[src/hw/icrp_pkg.sv]
// Constants for the interrupt flag, enable and priority register block.
// Assumes one 125 MHz clock and an AXI4-Lite master with 32-bit data.
// Functional notes
// RL1 - Hold a 32-bit reload value, loaded into proximity timer on interrupt events.
// RL2 - Proximity timer stays inactive while its control select field is zero.
// RL3 - Each source flag reads one after a request, zero otherwise.
// RL4 - Flag and enable banks are 32-bit, one bit per source, all read/write.
// RL5 - Enable one lets a source through; zero blocks it from the processor.
// RL6 - Three-bit priority gives levels 1 to 7; zero disables the source.
// RL7 - Two-bit subpriority orders sources within one priority level.
// RL8 - Priority registers hold four sources, priority bits 4:2, subpriority 1:0 per byte.
// RL9 - Top three bits of each priority byte ignore writes and read zero.
// RL10 - All implemented register bits clear to zero at reset.
// RL11 - Hardware sets flags on request; software clears them by writing zero.
// RL12 - Forward only flagged, enabled, nonzero-priority sources; priority then subpriority.
package icrp_pkg;
   localparam int NSRC = 32;
   localparam int AXI_AW = 8;
   // Register byte offsets
   localparam logic [7:0] OFF_CTRL = 8'h00;
   localparam logic [7:0] OFF_RELOAD = 8'h04;
   localparam logic [7:0] OFF_FLAG = 8'h08;
   localparam logic [7:0] OFF_ENABLE = 8'h0C;
   localparam logic [7:0] OFF_PRIO0 = 8'h10;
   localparam logic [7:0] OFF_PRIO7 = 8'h2C;
   localparam logic [7:0] OFF_EVSTAT = 8'h30;
   localparam logic [7:0] OFF_EVCLR = 8'h34;
   localparam logic [7:0] OFF_EVEN = 8'h38;
   localparam logic [7:0] OFF_SELECT = 8'h3C;
   // Field layout
   localparam int CTRL_SEL_LSB = 0;
   localparam int CTRL_SEL_W = 3;
   localparam int PRIO_LSB = 2;
   localparam int SUB_LSB = 0;
   localparam logic [7:0] PRIO_BYTE_MASK = 8'h1F;
   localparam int EV_REQ = 0;
   localparam int EV_TMR = 1;
   localparam int EV_W = 2;
   // Reset values and responses
   localparam logic [31:0] RST_WORD = 32'h0000_0000;
   localparam logic [1:0] RESP_OKAY = 2'h0;
   localparam logic [1:0] RESP_SLVERR = 2'h2;
   typedef logic [2:0] icrp_prio_t;
   typedef logic [1:0] icrp_sub_t;
endpackage

[src/hw/icrp_regs.sv]
// Interrupt flag, enable, priority and proximity reload registers.
// Assumes src_req comes from logic on aclk and the timer itself lives outside.
//
// The implementer's own choices: the register offsets and the AXI4-Lite slave port.
`timescale 1ns/1ps
`default_nettype none
module icrp_regs
(
   // Clock and reset
   input wire logic aclk,
   input wire logic aresetn,
   // AXI4-Lite write address and data
   input wire logic [icrp_pkg::AXI_AW-1:0] awaddr,
   input wire logic [2:0] awprot,
   input wire logic awvalid,
   output logic awready,
   input wire logic [31:0] wdata,
   input wire logic [3:0] wstrb,
   input wire logic wvalid,
   output logic wready,
   // AXI4-Lite write response
   output logic [1:0] bresp,
   output logic bvalid,
   input wire logic bready,
   // AXI4-Lite read
   input wire logic [icrp_pkg::AXI_AW-1:0] araddr,
   input wire logic [2:0] arprot,
   input wire logic arvalid,
   output logic arready,
   output logic [31:0] rdata,
   output logic [1:0] rresp,
   output logic rvalid,
   input wire logic rready,
   // Source requests
   input wire logic [icrp_pkg::NSRC-1:0] src_req,
   // Selected request to vectoring logic
   output logic req_valid,
   output logic [4:0] req_id,
   output logic [2:0] req_prio,
   output logic [1:0] req_sub,
   // Proximity timer
   output logic timer_active,
   output logic timer_load,
   output logic [31:0] timer_reload,
   // Interrupt
   output logic irq
);
   import icrp_pkg::*;

   logic awready_q, wready_q, bvalid_q, arready_q, rvalid_q;
   logic [1:0] bresp_q, rresp_q;
   logic [31:0] rdata_q;
   logic [7:0] aw_addr_q;
   logic [31:0] w_data_q;
   logic [3:0] w_strb_q;
   logic [CTRL_SEL_W-1:0] ctrl_sel_q;
   logic [31:0] reload_q;
   logic [NSRC-1:0] flag_q, flag_d, en_q;
   icrp_prio_t prio_q [NSRC];
   icrp_sub_t sub_q [NSRC];
   logic [EV_W-1:0] evstat_q, evstat_d, even_q;
   logic req_valid_q, timer_active_q, timer_load_q, irq_q;
   logic [4:0] req_id_q;
   logic [2:0] req_prio_q;
   logic [1:0] req_sub_q;

   // Byte-lane merge of a write into an old word
   function automatic logic [31:0] wmask(input logic [31:0] old, input logic [31:0] nw,
                                         input logic [3:0] strb);
      logic [31:0] r;
      r = old;
      for (int j = 0; j < 4; j++)
      begin
         if (strb[j])
            r[8*j +: 8] = nw[8*j +: 8];
      end
      return r;
   endfunction

   // Word-aligned address match
   function automatic logic hit(input logic [7:0] a, input logic [7:0] off);
      return {a[7:2], 2'b00} == off;
   endfunction

   function automatic logic is_prio(input logic [7:0] a);
      return ({a[7:2], 2'b00} >= OFF_PRIO0) && ({a[7:2], 2'b00} <= OFF_PRIO7);
   endfunction

   function automatic logic mapped(input logic [7:0] a);
      return {a[7:2], 2'b00} <= OFF_SELECT;
   endfunction

   // Read mux; unused priority bits come back zero
   function automatic logic [31:0] rd_word(input logic [7:0] a);
      logic [31:0] r;
      logic [2:0] k;
      r = RST_WORD;
      k = a[4:2] - OFF_PRIO0[4:2];
      if (hit(a, OFF_CTRL))
         r[CTRL_SEL_LSB +: CTRL_SEL_W] = ctrl_sel_q;
      else if (hit(a, OFF_RELOAD))
         r = reload_q;
      else if (hit(a, OFF_FLAG))
         r = flag_q;
      else if (hit(a, OFF_ENABLE))
         r = en_q;
      else if (is_prio(a))
      begin
         for (int j = 0; j < 4; j++)
         begin
            r[8*j+PRIO_LSB +: 3] = prio_q[{k, 2'(j)}]; // RL8 RL9
            r[8*j+SUB_LSB +: 2] = sub_q[{k, 2'(j)}];
         end
      end
      else if (hit(a, OFF_EVSTAT))
         r[EV_W-1:0] = evstat_q;
      else if (hit(a, OFF_EVEN))
         r[EV_W-1:0] = even_q;
      else if (hit(a, OFF_SELECT))
         r = {req_valid_q, 18'h0, req_id_q, 1'b0, req_prio_q, 2'b0, req_sub_q};
      return r;
   endfunction

   // Write strobes decoded from the held address
   wire aw_hs = awvalid && awready_q;
   wire w_hs = wvalid && wready_q;
   wire wr_fire = !awready_q && !wready_q && !bvalid_q;
   wire ctrl_we = wr_fire && hit(aw_addr_q, OFF_CTRL);
   wire reload_we = wr_fire && hit(aw_addr_q, OFF_RELOAD);
   wire flag_we = wr_fire && hit(aw_addr_q, OFF_FLAG);
   wire en_we = wr_fire && hit(aw_addr_q, OFF_ENABLE);
   wire prio_we = wr_fire && is_prio(aw_addr_q);
   wire evclr_we = wr_fire && hit(aw_addr_q, OFF_EVCLR) && w_strb_q[0];
   wire even_we = wr_fire && hit(aw_addr_q, OFF_EVEN) && w_strb_q[0];
   wire [2:0] prio_k = aw_addr_q[4:2] - OFF_PRIO0[4:2];

   // Events: new request on any source, and a timer reload on an enabled one
   wire [NSRC-1:0] new_req = src_req & ~flag_q;
   wire timer_on = ctrl_sel_q != '0;
   wire timer_trig = timer_on && |(new_req & en_q);
   wire [EV_W-1:0] ev = {timer_trig, |new_req};
   wire [EV_W-1:0] ev_clr = evclr_we ? w_data_q[EV_W-1:0] : '0;

   // Hardware set beats a same-cycle software clear
   assign flag_d = (flag_we ? wmask(flag_q, w_data_q, w_strb_q) : flag_q) | src_req; // RL11 RL3
   assign evstat_d = (evstat_q & ~ev_clr) | ev;

   // AXI write channel: take address and data in any order, answer once both held
   always_ff @(posedge aclk)
   begin
      if (!aresetn)
      begin
         awready_q <= 1'b1;
         wready_q <= 1'b1;
         bvalid_q <= 1'b0;
         bresp_q <= RESP_OKAY;
         aw_addr_q <= 8'h00;
         w_data_q <= RST_WORD;
         w_strb_q <= 4'h0;
      end
      else
      begin
         if (aw_hs)
         begin
            aw_addr_q <= awaddr;
            awready_q <= 1'b0;
         end
         if (w_hs)
         begin
            w_data_q <= wdata;
            w_strb_q <= wstrb;
            wready_q <= 1'b0;
         end
         if (wr_fire)
         begin
            bvalid_q <= 1'b1;
            bresp_q <= mapped(aw_addr_q) ? RESP_OKAY : RESP_SLVERR;
         end
         else if (bvalid_q && bready)
         begin
            bvalid_q <= 1'b0;
            awready_q <= 1'b1;
            wready_q <= 1'b1;
         end
      end
   end

   // AXI read channel: data registered one edge after the address
   always_ff @(posedge aclk)
   begin
      if (!aresetn)
      begin
         arready_q <= 1'b1;
         rvalid_q <= 1'b0;
         rdata_q <= RST_WORD;
         rresp_q <= RESP_OKAY;
      end
      else if (arvalid && arready_q)
      begin
         arready_q <= 1'b0;
         rvalid_q <= 1'b1;
         rdata_q <= rd_word(araddr);
         rresp_q <= mapped(araddr) ? RESP_OKAY : RESP_SLVERR;
      end
      else if (rvalid_q && rready)
      begin
         rvalid_q <= 1'b0;
         arready_q <= 1'b1;
      end
   end

   // Control, reload, flag, enable and event registers
   always_ff @(posedge aclk)
   begin
      if (!aresetn)
      begin
         ctrl_sel_q <= '0; // RL10
         reload_q <= RST_WORD;
         flag_q <= '0;
         en_q <= '0;
         evstat_q <= '0;
         even_q <= '0;
      end
      else
      begin
         if (ctrl_we && w_strb_q[0])
            ctrl_sel_q <= w_data_q[CTRL_SEL_LSB +: CTRL_SEL_W];
         if (reload_we)
            reload_q <= wmask(reload_q, w_data_q, w_strb_q); // RL1
         flag_q <= flag_d; // RL4
         if (en_we)
            en_q <= wmask(en_q, w_data_q, w_strb_q); // RL4 RL5
         evstat_q <= evstat_d;
         if (even_we)
            even_q <= w_data_q[EV_W-1:0];
      end
   end

   // Per-source priority and subpriority, written by byte lane
   for (genvar i = 0; i < NSRC; i++)
   begin : g_src
      wire we = prio_we && (prio_k == 3'(i / 4)) && w_strb_q[i % 4];
      always_ff @(posedge aclk)
      begin
         if (!aresetn)
         begin
            prio_q[i] <= '0;
            sub_q[i] <= '0;
         end
         else if (we)
         begin
            prio_q[i] <= w_data_q[8*(i%4)+PRIO_LSB +: 3]; // RL6 RL8 RL9
            sub_q[i] <= w_data_q[8*(i%4)+SUB_LSB +: 2]; // RL7
         end
      end
   end

   // Winner search; strict compare lets the lowest index win a full tie
   logic [4:0] best_key;
   logic [4:0] best_id;
   always_comb
   begin
      best_key = 5'h00;
      best_id = 5'h00;
      for (int i = 0; i < NSRC; i++)
      begin
         if (flag_q[i] && en_q[i] && prio_q[i] != 3'h0 && {prio_q[i], sub_q[i]} > best_key) // RL12 RL5 RL6
         begin
            best_key = {prio_q[i], sub_q[i]}; // RL7
            best_id = 5'(i);
         end
      end
   end

   // Registered outputs toward vectoring, timer and interrupt line
   always_ff @(posedge aclk)
   begin
      if (!aresetn)
      begin
         req_valid_q <= 1'b0;
         req_id_q <= 5'h00;
         req_prio_q <= 3'h0;
         req_sub_q <= 2'h0;
         timer_active_q <= 1'b0;
         timer_load_q <= 1'b0;
         irq_q <= 1'b0;
      end
      else
      begin
         req_valid_q <= best_key != 5'h00; // RL12
         req_id_q <= best_id;
         req_prio_q <= best_key[4:2];
         req_sub_q <= best_key[1:0];
         timer_active_q <= timer_on; // RL2
         timer_load_q <= timer_trig; // RL1 RL2
         irq_q <= |(evstat_d & even_q);
      end
   end

   assign awready = awready_q;
   assign wready = wready_q;
   assign bvalid = bvalid_q;
   assign bresp = bresp_q;
   assign arready = arready_q;
   assign rvalid = rvalid_q;
   assign rdata = rdata_q;
   assign rresp = rresp_q;
   assign req_valid = req_valid_q;
   assign req_id = req_id_q;
   assign req_prio = req_prio_q;
   assign req_sub = req_sub_q;
   assign timer_active = timer_active_q;
   assign timer_load = timer_load_q;
   assign timer_reload = reload_q;
   assign irq = irq_q;
endmodule
`default_nettype wire

[config.mk]
export PLATFORM = sky130hd
export DESIGN_NAME = icrp_regs
export DESIGN_NICKNAME = d
export VERILOG_FILES = /design/src/hw/icrp_pkg.sv /design/src/hw/icrp_regs.sv
export SDC_FILE = /design/constraint.sdc
export NUM_CORES = 1
export LEC_CHECK = 0
export ABC_CLOCK_PERIOD_IN_PS = 60100
export BUFFER_PORTS_ARGS = -buffer_cell sky130_fd_sc_hd__buf_2
export CORE_MARGIN = 8
export CORE_UTILIZATION = 55
export CTS_BUF_LIST = sky130_fd_sc_hd__clkbuf_4 sky130_fd_sc_hd__clkbuf_8
export CTS_CLUSTER_SIZE = 8
export DETAILED_ROUTE_END_ITERATION = 16
export GPL_ROUTABILITY_DRIVEN = 1
export PLACE_DENSITY = 0.84
export SYNTH_ARGS = -nofsm -noshare
export SYNTH_HDL_FRONTEND = slang
export SYNTH_SLANG_ARGS = --single-unit
[constraint.sdc]
create_clock -name aclk -period 60.1 [get_ports aclk]
set_input_delay 6.01 -clock aclk [delete_from_list [all_inputs] [get_ports aclk]]
set_output_delay 6.01 -clock aclk [all_outputs]
set_load 0.01 [all_outputs]
# Word level (Yosys, flattened, before mapping)
# Memory sizes are Yosys's and may differ from the RTL's.
# Index checks and enable logic that the tools add are counted.
# op_classes
addsub,2
n_mul,0
n_div,0
magnitude_cmp,38
n_eq_ne,18
n_shift,0
n_mux,262
bitwise_logic,72
reduce_logical,209
# ops
op,n
$mux W5,66
$mux W32,5
$logic_and A1 B1 Y1,156
$gt A5 B5 Y1,31
$mux W3,37
$mux W1,110
$reduce_bool A3 Y1,33
$mux W2,37
$and A32 B32 Y32,2
$or A1 B1 Y1,64
$reduce_or A32 Y1,2
$mux W30,2
$le A8 B6 Y1 const B,4
$mux W8,4
$not A32 Y32,1
$or A32 B32 Y32,1
$eq A6 B4 Y1 const B,5
$mux W29,1
$eq A6 B2 Y1 const B,4
$ge A8 B5 Y1 const B,2
$reduce_and A2 Y1,8
$eq A3 B3 Y1 const B,4
$eq A6 B1 Y1 const B,2
$logic_not A6 Y1,2
12 further kinds,18
# totals
regBits,202
latch_bits,0
mem_bits_rw,160
romBits,0
inputBits,97
wordCells,633
memories,2
# mem_list
name,depth,width,rd,rd_clocked_by_memory_dff,wr,line,rtl
prio_q,32,3,36,0,32,icrp_regs.sv:59,icrp_prio_t prio_q [NSRC];
sub_q,32,2,36,0,32,icrp_regs.sv:60,icrp_sub_t sub_q [NSRC];

# Depth between registers and ports, before layout
# An unclocked memory read counts as a cell.
# logic_depth
depth_word,99
mapped_depth,298
mapped_depth_nobuf,283

# Least setup slack after synthesis
# OpenSTA, ideal clock, no wires.
# synth_timing
path_kind,reg-to-reg
start,memory prio_q[0][1] in the netlist's numbering
end,"register req_id_q[3], in the netlist req_id[3]"
t_arrival_ns,48.978
t_required_ns,59.985
path_slack_ns,11.007
stages_incl_launch_ff,270
path_cell_list,edfxtp_1 or3_1 and3_1 ha_1 inv_2 o21a_1 buf_6 a21oi_1 a31oi_1 ha_1 or4b_1 and2_1 o221a_1 buf_6 mux2i_1 inv_1 ha_1 a31oi_1 [... 234 more ...] a31o_2 a21oi_1 mux2i_1 o211ai_1 a211o_1 or2_1 buf_2 o21ai_1 ha_1 nor2b_1 o21a_1 o21a_1 o21ai_0 inv_1 o21ai_0 clkbuf_1 nand4_1 o21a_1
# synth_rtl
item,line,rtl
from (decl),icrp_regs.sv:59,
to (signal assigned),icrp_regs.sv:291,req_id_q <= best_id;
to (decl),icrp_regs.sv:63,logic [4:0] req_id_q;

# Final worst setup path
# layout_timing
start,register en_q[0]
end,"register req_valid_q, in the netlist req_valid"
# layout_via
elab_chain_len,98
# layout_rtl
item,line,rtl
from (decl),icrp_regs.sv:58,"logic [NSRC-1:0] flag_q, flag_d, en_q;"
from (signal assigned),icrp_regs.sv:232,"en_q <= wmask(en_q, w_data_q, w_strb_q);"
$logic_and A1 B1 Y1 * (3 in a row),icrp_regs.sv:267,"if (flag_q[i] && en_q[i] && prio_q[i] != 3'h0 && {prio_q[i], sub_q[i]} > best_key)"
$mux W5 *,icrp_regs.sv:267,
$gt A5 B5 Y1,icrp_regs.sv:267,
$logic_and A1 B1 Y1,icrp_regs.sv:267,
$mux W5 *,icrp_regs.sv:267,
$gt A5 B5 Y1,icrp_regs.sv:267,
$logic_and A1 B1 Y1,icrp_regs.sv:267,
$mux W5 *,icrp_regs.sv:267,
[... 80 more ...],n/a,
$mux W5 *,icrp_regs.sv:267,
$gt A5 B5 Y1,icrp_regs.sv:267,
$logic_and A1 B1 Y1,icrp_regs.sv:267,
$mux W5 *,icrp_regs.sv:267,
$gt A5 B5 Y1,icrp_regs.sv:267,
$logic_and A1 B1 Y1,icrp_regs.sv:267,
$mux W5 *,icrp_regs.sv:267,
$reduce_bool A5 Y1 *,icrp_regs.sv:290,req_valid_q <= best_key != 5'h00;
to (signal assigned),icrp_regs.sv:280,req_valid_q <= 1'b0;
to (signal assigned),icrp_regs.sv:290,
to (decl),icrp_regs.sv:62,"logic req_valid_q, timer_active_q, timer_load_q, irq_q;"
# Every way passes the cells marked *; elsewhere a longest branch is shown, timed or not.
# A chain may end at the register's enable or synchronous reset.

==> results.md <==
- Area delta synth->final: 9.38%
- Hold EP: aw_addr_q[7]
- DRC violation total after the first TritonRoute iteration: 3299
- Layout Skew: 0.0544 ns
- Final Cycle Share: 93.2%
- WHS: 0.462 ns
- Number of synthesized register bits: 358
- Via-to-Cell Ratio: 6.86
- Cell Pwr Density: 20.3 nW/um^2
- CTS clk-pin slew, worst paths: 0.07 ns
- F_max: 0.0178 GHz
- Final core area utilization: 60.9%
- Synth async-reset ratio: 0%
- Clk Latency, worst-skew pair: 0.69 ns
- Final worst path period need: 56.04 ns
- Worst reg2reg path endpoint: req_valid
- R2R Path Start: en_q[0]
- Average cell area after synthesis: 8.66 um^2
- Total grt overflow: 0
- Core area: 45300 um^2
- Status: finished, final reports clean
- Hold WC Path Type: reg -> reg
- Reg-to-reg slack, setup: 4.06 ns
- Die height: 230 um
- DIE WIDTH: 230 um
- Crit Path Class: reg -> reg
- Min-delay src: aw_addr_q[7]
- R2R depth: 257
- MaxCap Viol Count: 0
- Crit path DAT: 56.56 ns
- Leak: 0.0118 uW
- H-tree Lvls: 2
- Share of layout cells above drive strength 1: 17.5%
- Ys flop type: dfxtp_1
- DRC: 0
- Crit. End Element: register
- Num CTS Buffers: 56
- CP peak stage delay: 0.55 ns
- Total GRT Usage: 32.9%
- Critical Path Source Type: register
- Mapped Cells: 2912
- CP max FO: 14
- Worst-case clock buffer depth: 3
- CTS Sinks: 358
- Worst VDD drop: 19.1 uV
- Cts hold-fix bufs: 0
- Row cnt: 78
- Io pins: 184
- Port Buf Inserts: 171
- Syn. warnings: 0
- Total Nets Final: 3187
- Setup violators final: 0
- CP max-delay cell: o41ai_2
- Dpl hpwl: 68900 um
- Seq/Total Area, Yosys: 34.8%
- WL per Instance: 25.2 um
- Netlist cell types: 139
- Clock root buffer: clkbuf_8
- EDFF count, synth: 160
- TritonRoute pass-1 iters: 6
- Vias in the first global route: 23494
- Initial Util: 55.7%
- Worst-margin pin slew: 1.32 ns
- Via count: 24914
- WHS Path Cells: 2
- Routed Antenna Nets: 0
- Initial antenna violation count: 7
- CP dominant cell by count: ha_1
- Crit path required time: 60.63 ns
- GP Congestion: 1.04
- Total Wirelength: 91600 um
- Largest net degree at the start of global routing: 104
- Global-route wire length before repair: 137000 um
- Fin. Hold Viols: 0
- Syn Std Cell Area: 25200 um^2
- Max Transition Viols Final: 0
- Full die area: 53000 um^2
- CTS tree: yes
- Max_slew headroom: 11.9%
[cell type report]
type	instances	area [um^2]
Fill cell	3772	17700
Tap cell	600	751
Clock buffer	90	1080
Multi-Input combinational cell	2186	15000
Sequential cell	358	8770
Clock inverter	8	93.8
Inverter	176	666
Antenna cell	2	5.00
Timing Repair Buffer	214	1180
[worst max path at each step]
stage	to	cells past startpoint	startpoint
after CTS	req_valid	254	en_q[0]
after global placement	req_valid	252	en_q[0]
after global routing	req_valid	262	en_q[0]
final	req_valid	257	en_q[0]
after detailed placement	req_valid	254	en_q[0]
after floorplan	req_id[3]	269	prio_q[0][1]
[placed cells by master, fill, tap and decap left out, types with 14 or more instances in the layout]
| cell | Yosys | routed |
|---|---|---|
| nand2_1 | 386 | 385 |
| a21oi_1 | 250 | 249 |
| nor2_1 | 211 | 209 |
| dfxtp_1 | 198 | 198 |
| and3_1 | 182 | 182 |
| inv_1 | 174 | 174 |
| buf_2 | 13 | 169 |
| edfxtp_1 | 160 | 160 |
| nand3_1 | 113 | 113 |
| ha_1 | 98 | 98 |
| o21ai_0 | 88 | 88 |
| mux2i_1 | 78 | 77 |
| clkbuf_8 | 0 | 65 |
| a22oi_1 | 54 | 54 |
| mux2_2 | 51 | 51 |
| buf_4 | 8 | 45 |
| mux4_2 | 40 | 40 |
| nor3_1 | 37 | 34 |
| and2_1 | 30 | 30 |
| a31oi_1 | 30 | 30 |
| clkbuf_4 | 0 | 25 |
| nand4_1 | 24 | 24 |
| xnor2_1 | 23 | 23 |
| o311ai_0 | 23 | 23 |
| o22ai_1 | 19 | 19 |
| o21a_1 | 17 | 17 |
| nand2b_1 | 16 | 16 |
| a211oi_1 | 18 | 16 |
| a22o_1 | 15 | 15 |
| o311a_1 | 14 | 14 |
| o211ai_1 | 14 | 14 |
[sequential cells by signal (all words and copies together), names as in the netlist, 4 cells and up]
name,count
aw_addr_q,6
en_q,32
flag_q,32
prio_q,96
rdata,32
req_id,5
sub_q,64
timer_reload,32
w_data_q,32
w_strb_q,4
[where the power goes]
part	leakage [uW]	switching (uW)	total (uW)	internal, uW
Sequential	0.00327	18.7	281	262
Clock	0.000631	101	220	119
Combinational	0.00791	38.2	60.3	22.1
[repair_timing]
action,in CTS,in global routing
hold endpoints to repair,0,0
gates resized for setup,0,14
buffers inserted,0,15
endpoints found under the setup margin,0,11
[metrics by stage]
step | setup TNS (ns) | instance area, um^2 | total power (uW) | instances | worst slack (ns)
after floorplan | 0 | 25200 | 316 | 2913 | 11.01
after global placement | 0 | 26200 | 338 | 3519 | 4.45
after detailed placement | 0 | 26200 | 341 | 3519 | 2.86
after CTS | 0 | 27400 | 554 | 3617 | 2.54
after global routing | -0.116 | 27600 | 573 | 3632 | -0.0721
final | 0 | 27600 | 561 | 3634 | 4.06
[cells in the mapped netlist (37+ instances only)]
master      n  area share [%]
nand2_1   386             5.7
a21oi_1   250             5.0
nor2_1    211             3.1
dfxtp_1   198              16
and3_1    182             4.5
inv_1     174             2.6
edfxtp_1  160              19
clkbuf_1  145             2.2
nand3_1   113             2.2
ha_1       98             4.9
o21ai_0    88             1.7
mux2i_1    78             3.1
a22oi_1    54             1.6
mux2_2     51             2.3
mux4_2     40             3.6
nor3_1     37            0.73
[cells by family (layout without fill, tap and decap cells)]
family          Yosys count  after routing  share of synthesized area [%]
simple gates           1118           1118                           21.8
compound gates          741            741                           21.1
xor+xnor                 39             39                           1.44
flops                   358            358                           34.8
buf+inv                 369            488                           6.01
mux                     184            184                           9.84
fa+ha+maj               102            102                           5.02
other cells               1              4                         0.0149
[critical path: cells and delay by family, from the launching register on]
family,cells,cell delay [ns]
AND/OR/NAND/NOR,76,14.40
adder cells (fa/ha/maj),35,10.40
flip-flops,1,0.37
AO/OA/AOI/OAI,114,24.97
multiplexers,14,3.93
buffers and inverters,18,1.69
[routing by layer]
metal	up-vias	GRT usage, %	share of wire (%)
li1	10910	-	-
met1	11616	40.1	35
met2	1927	50.0	43
met3	451	11.2	15
met4	10	19.6	7.5
met5	-	1.14	0.094
Note: power is estimated with default switching activity, not from simulation.
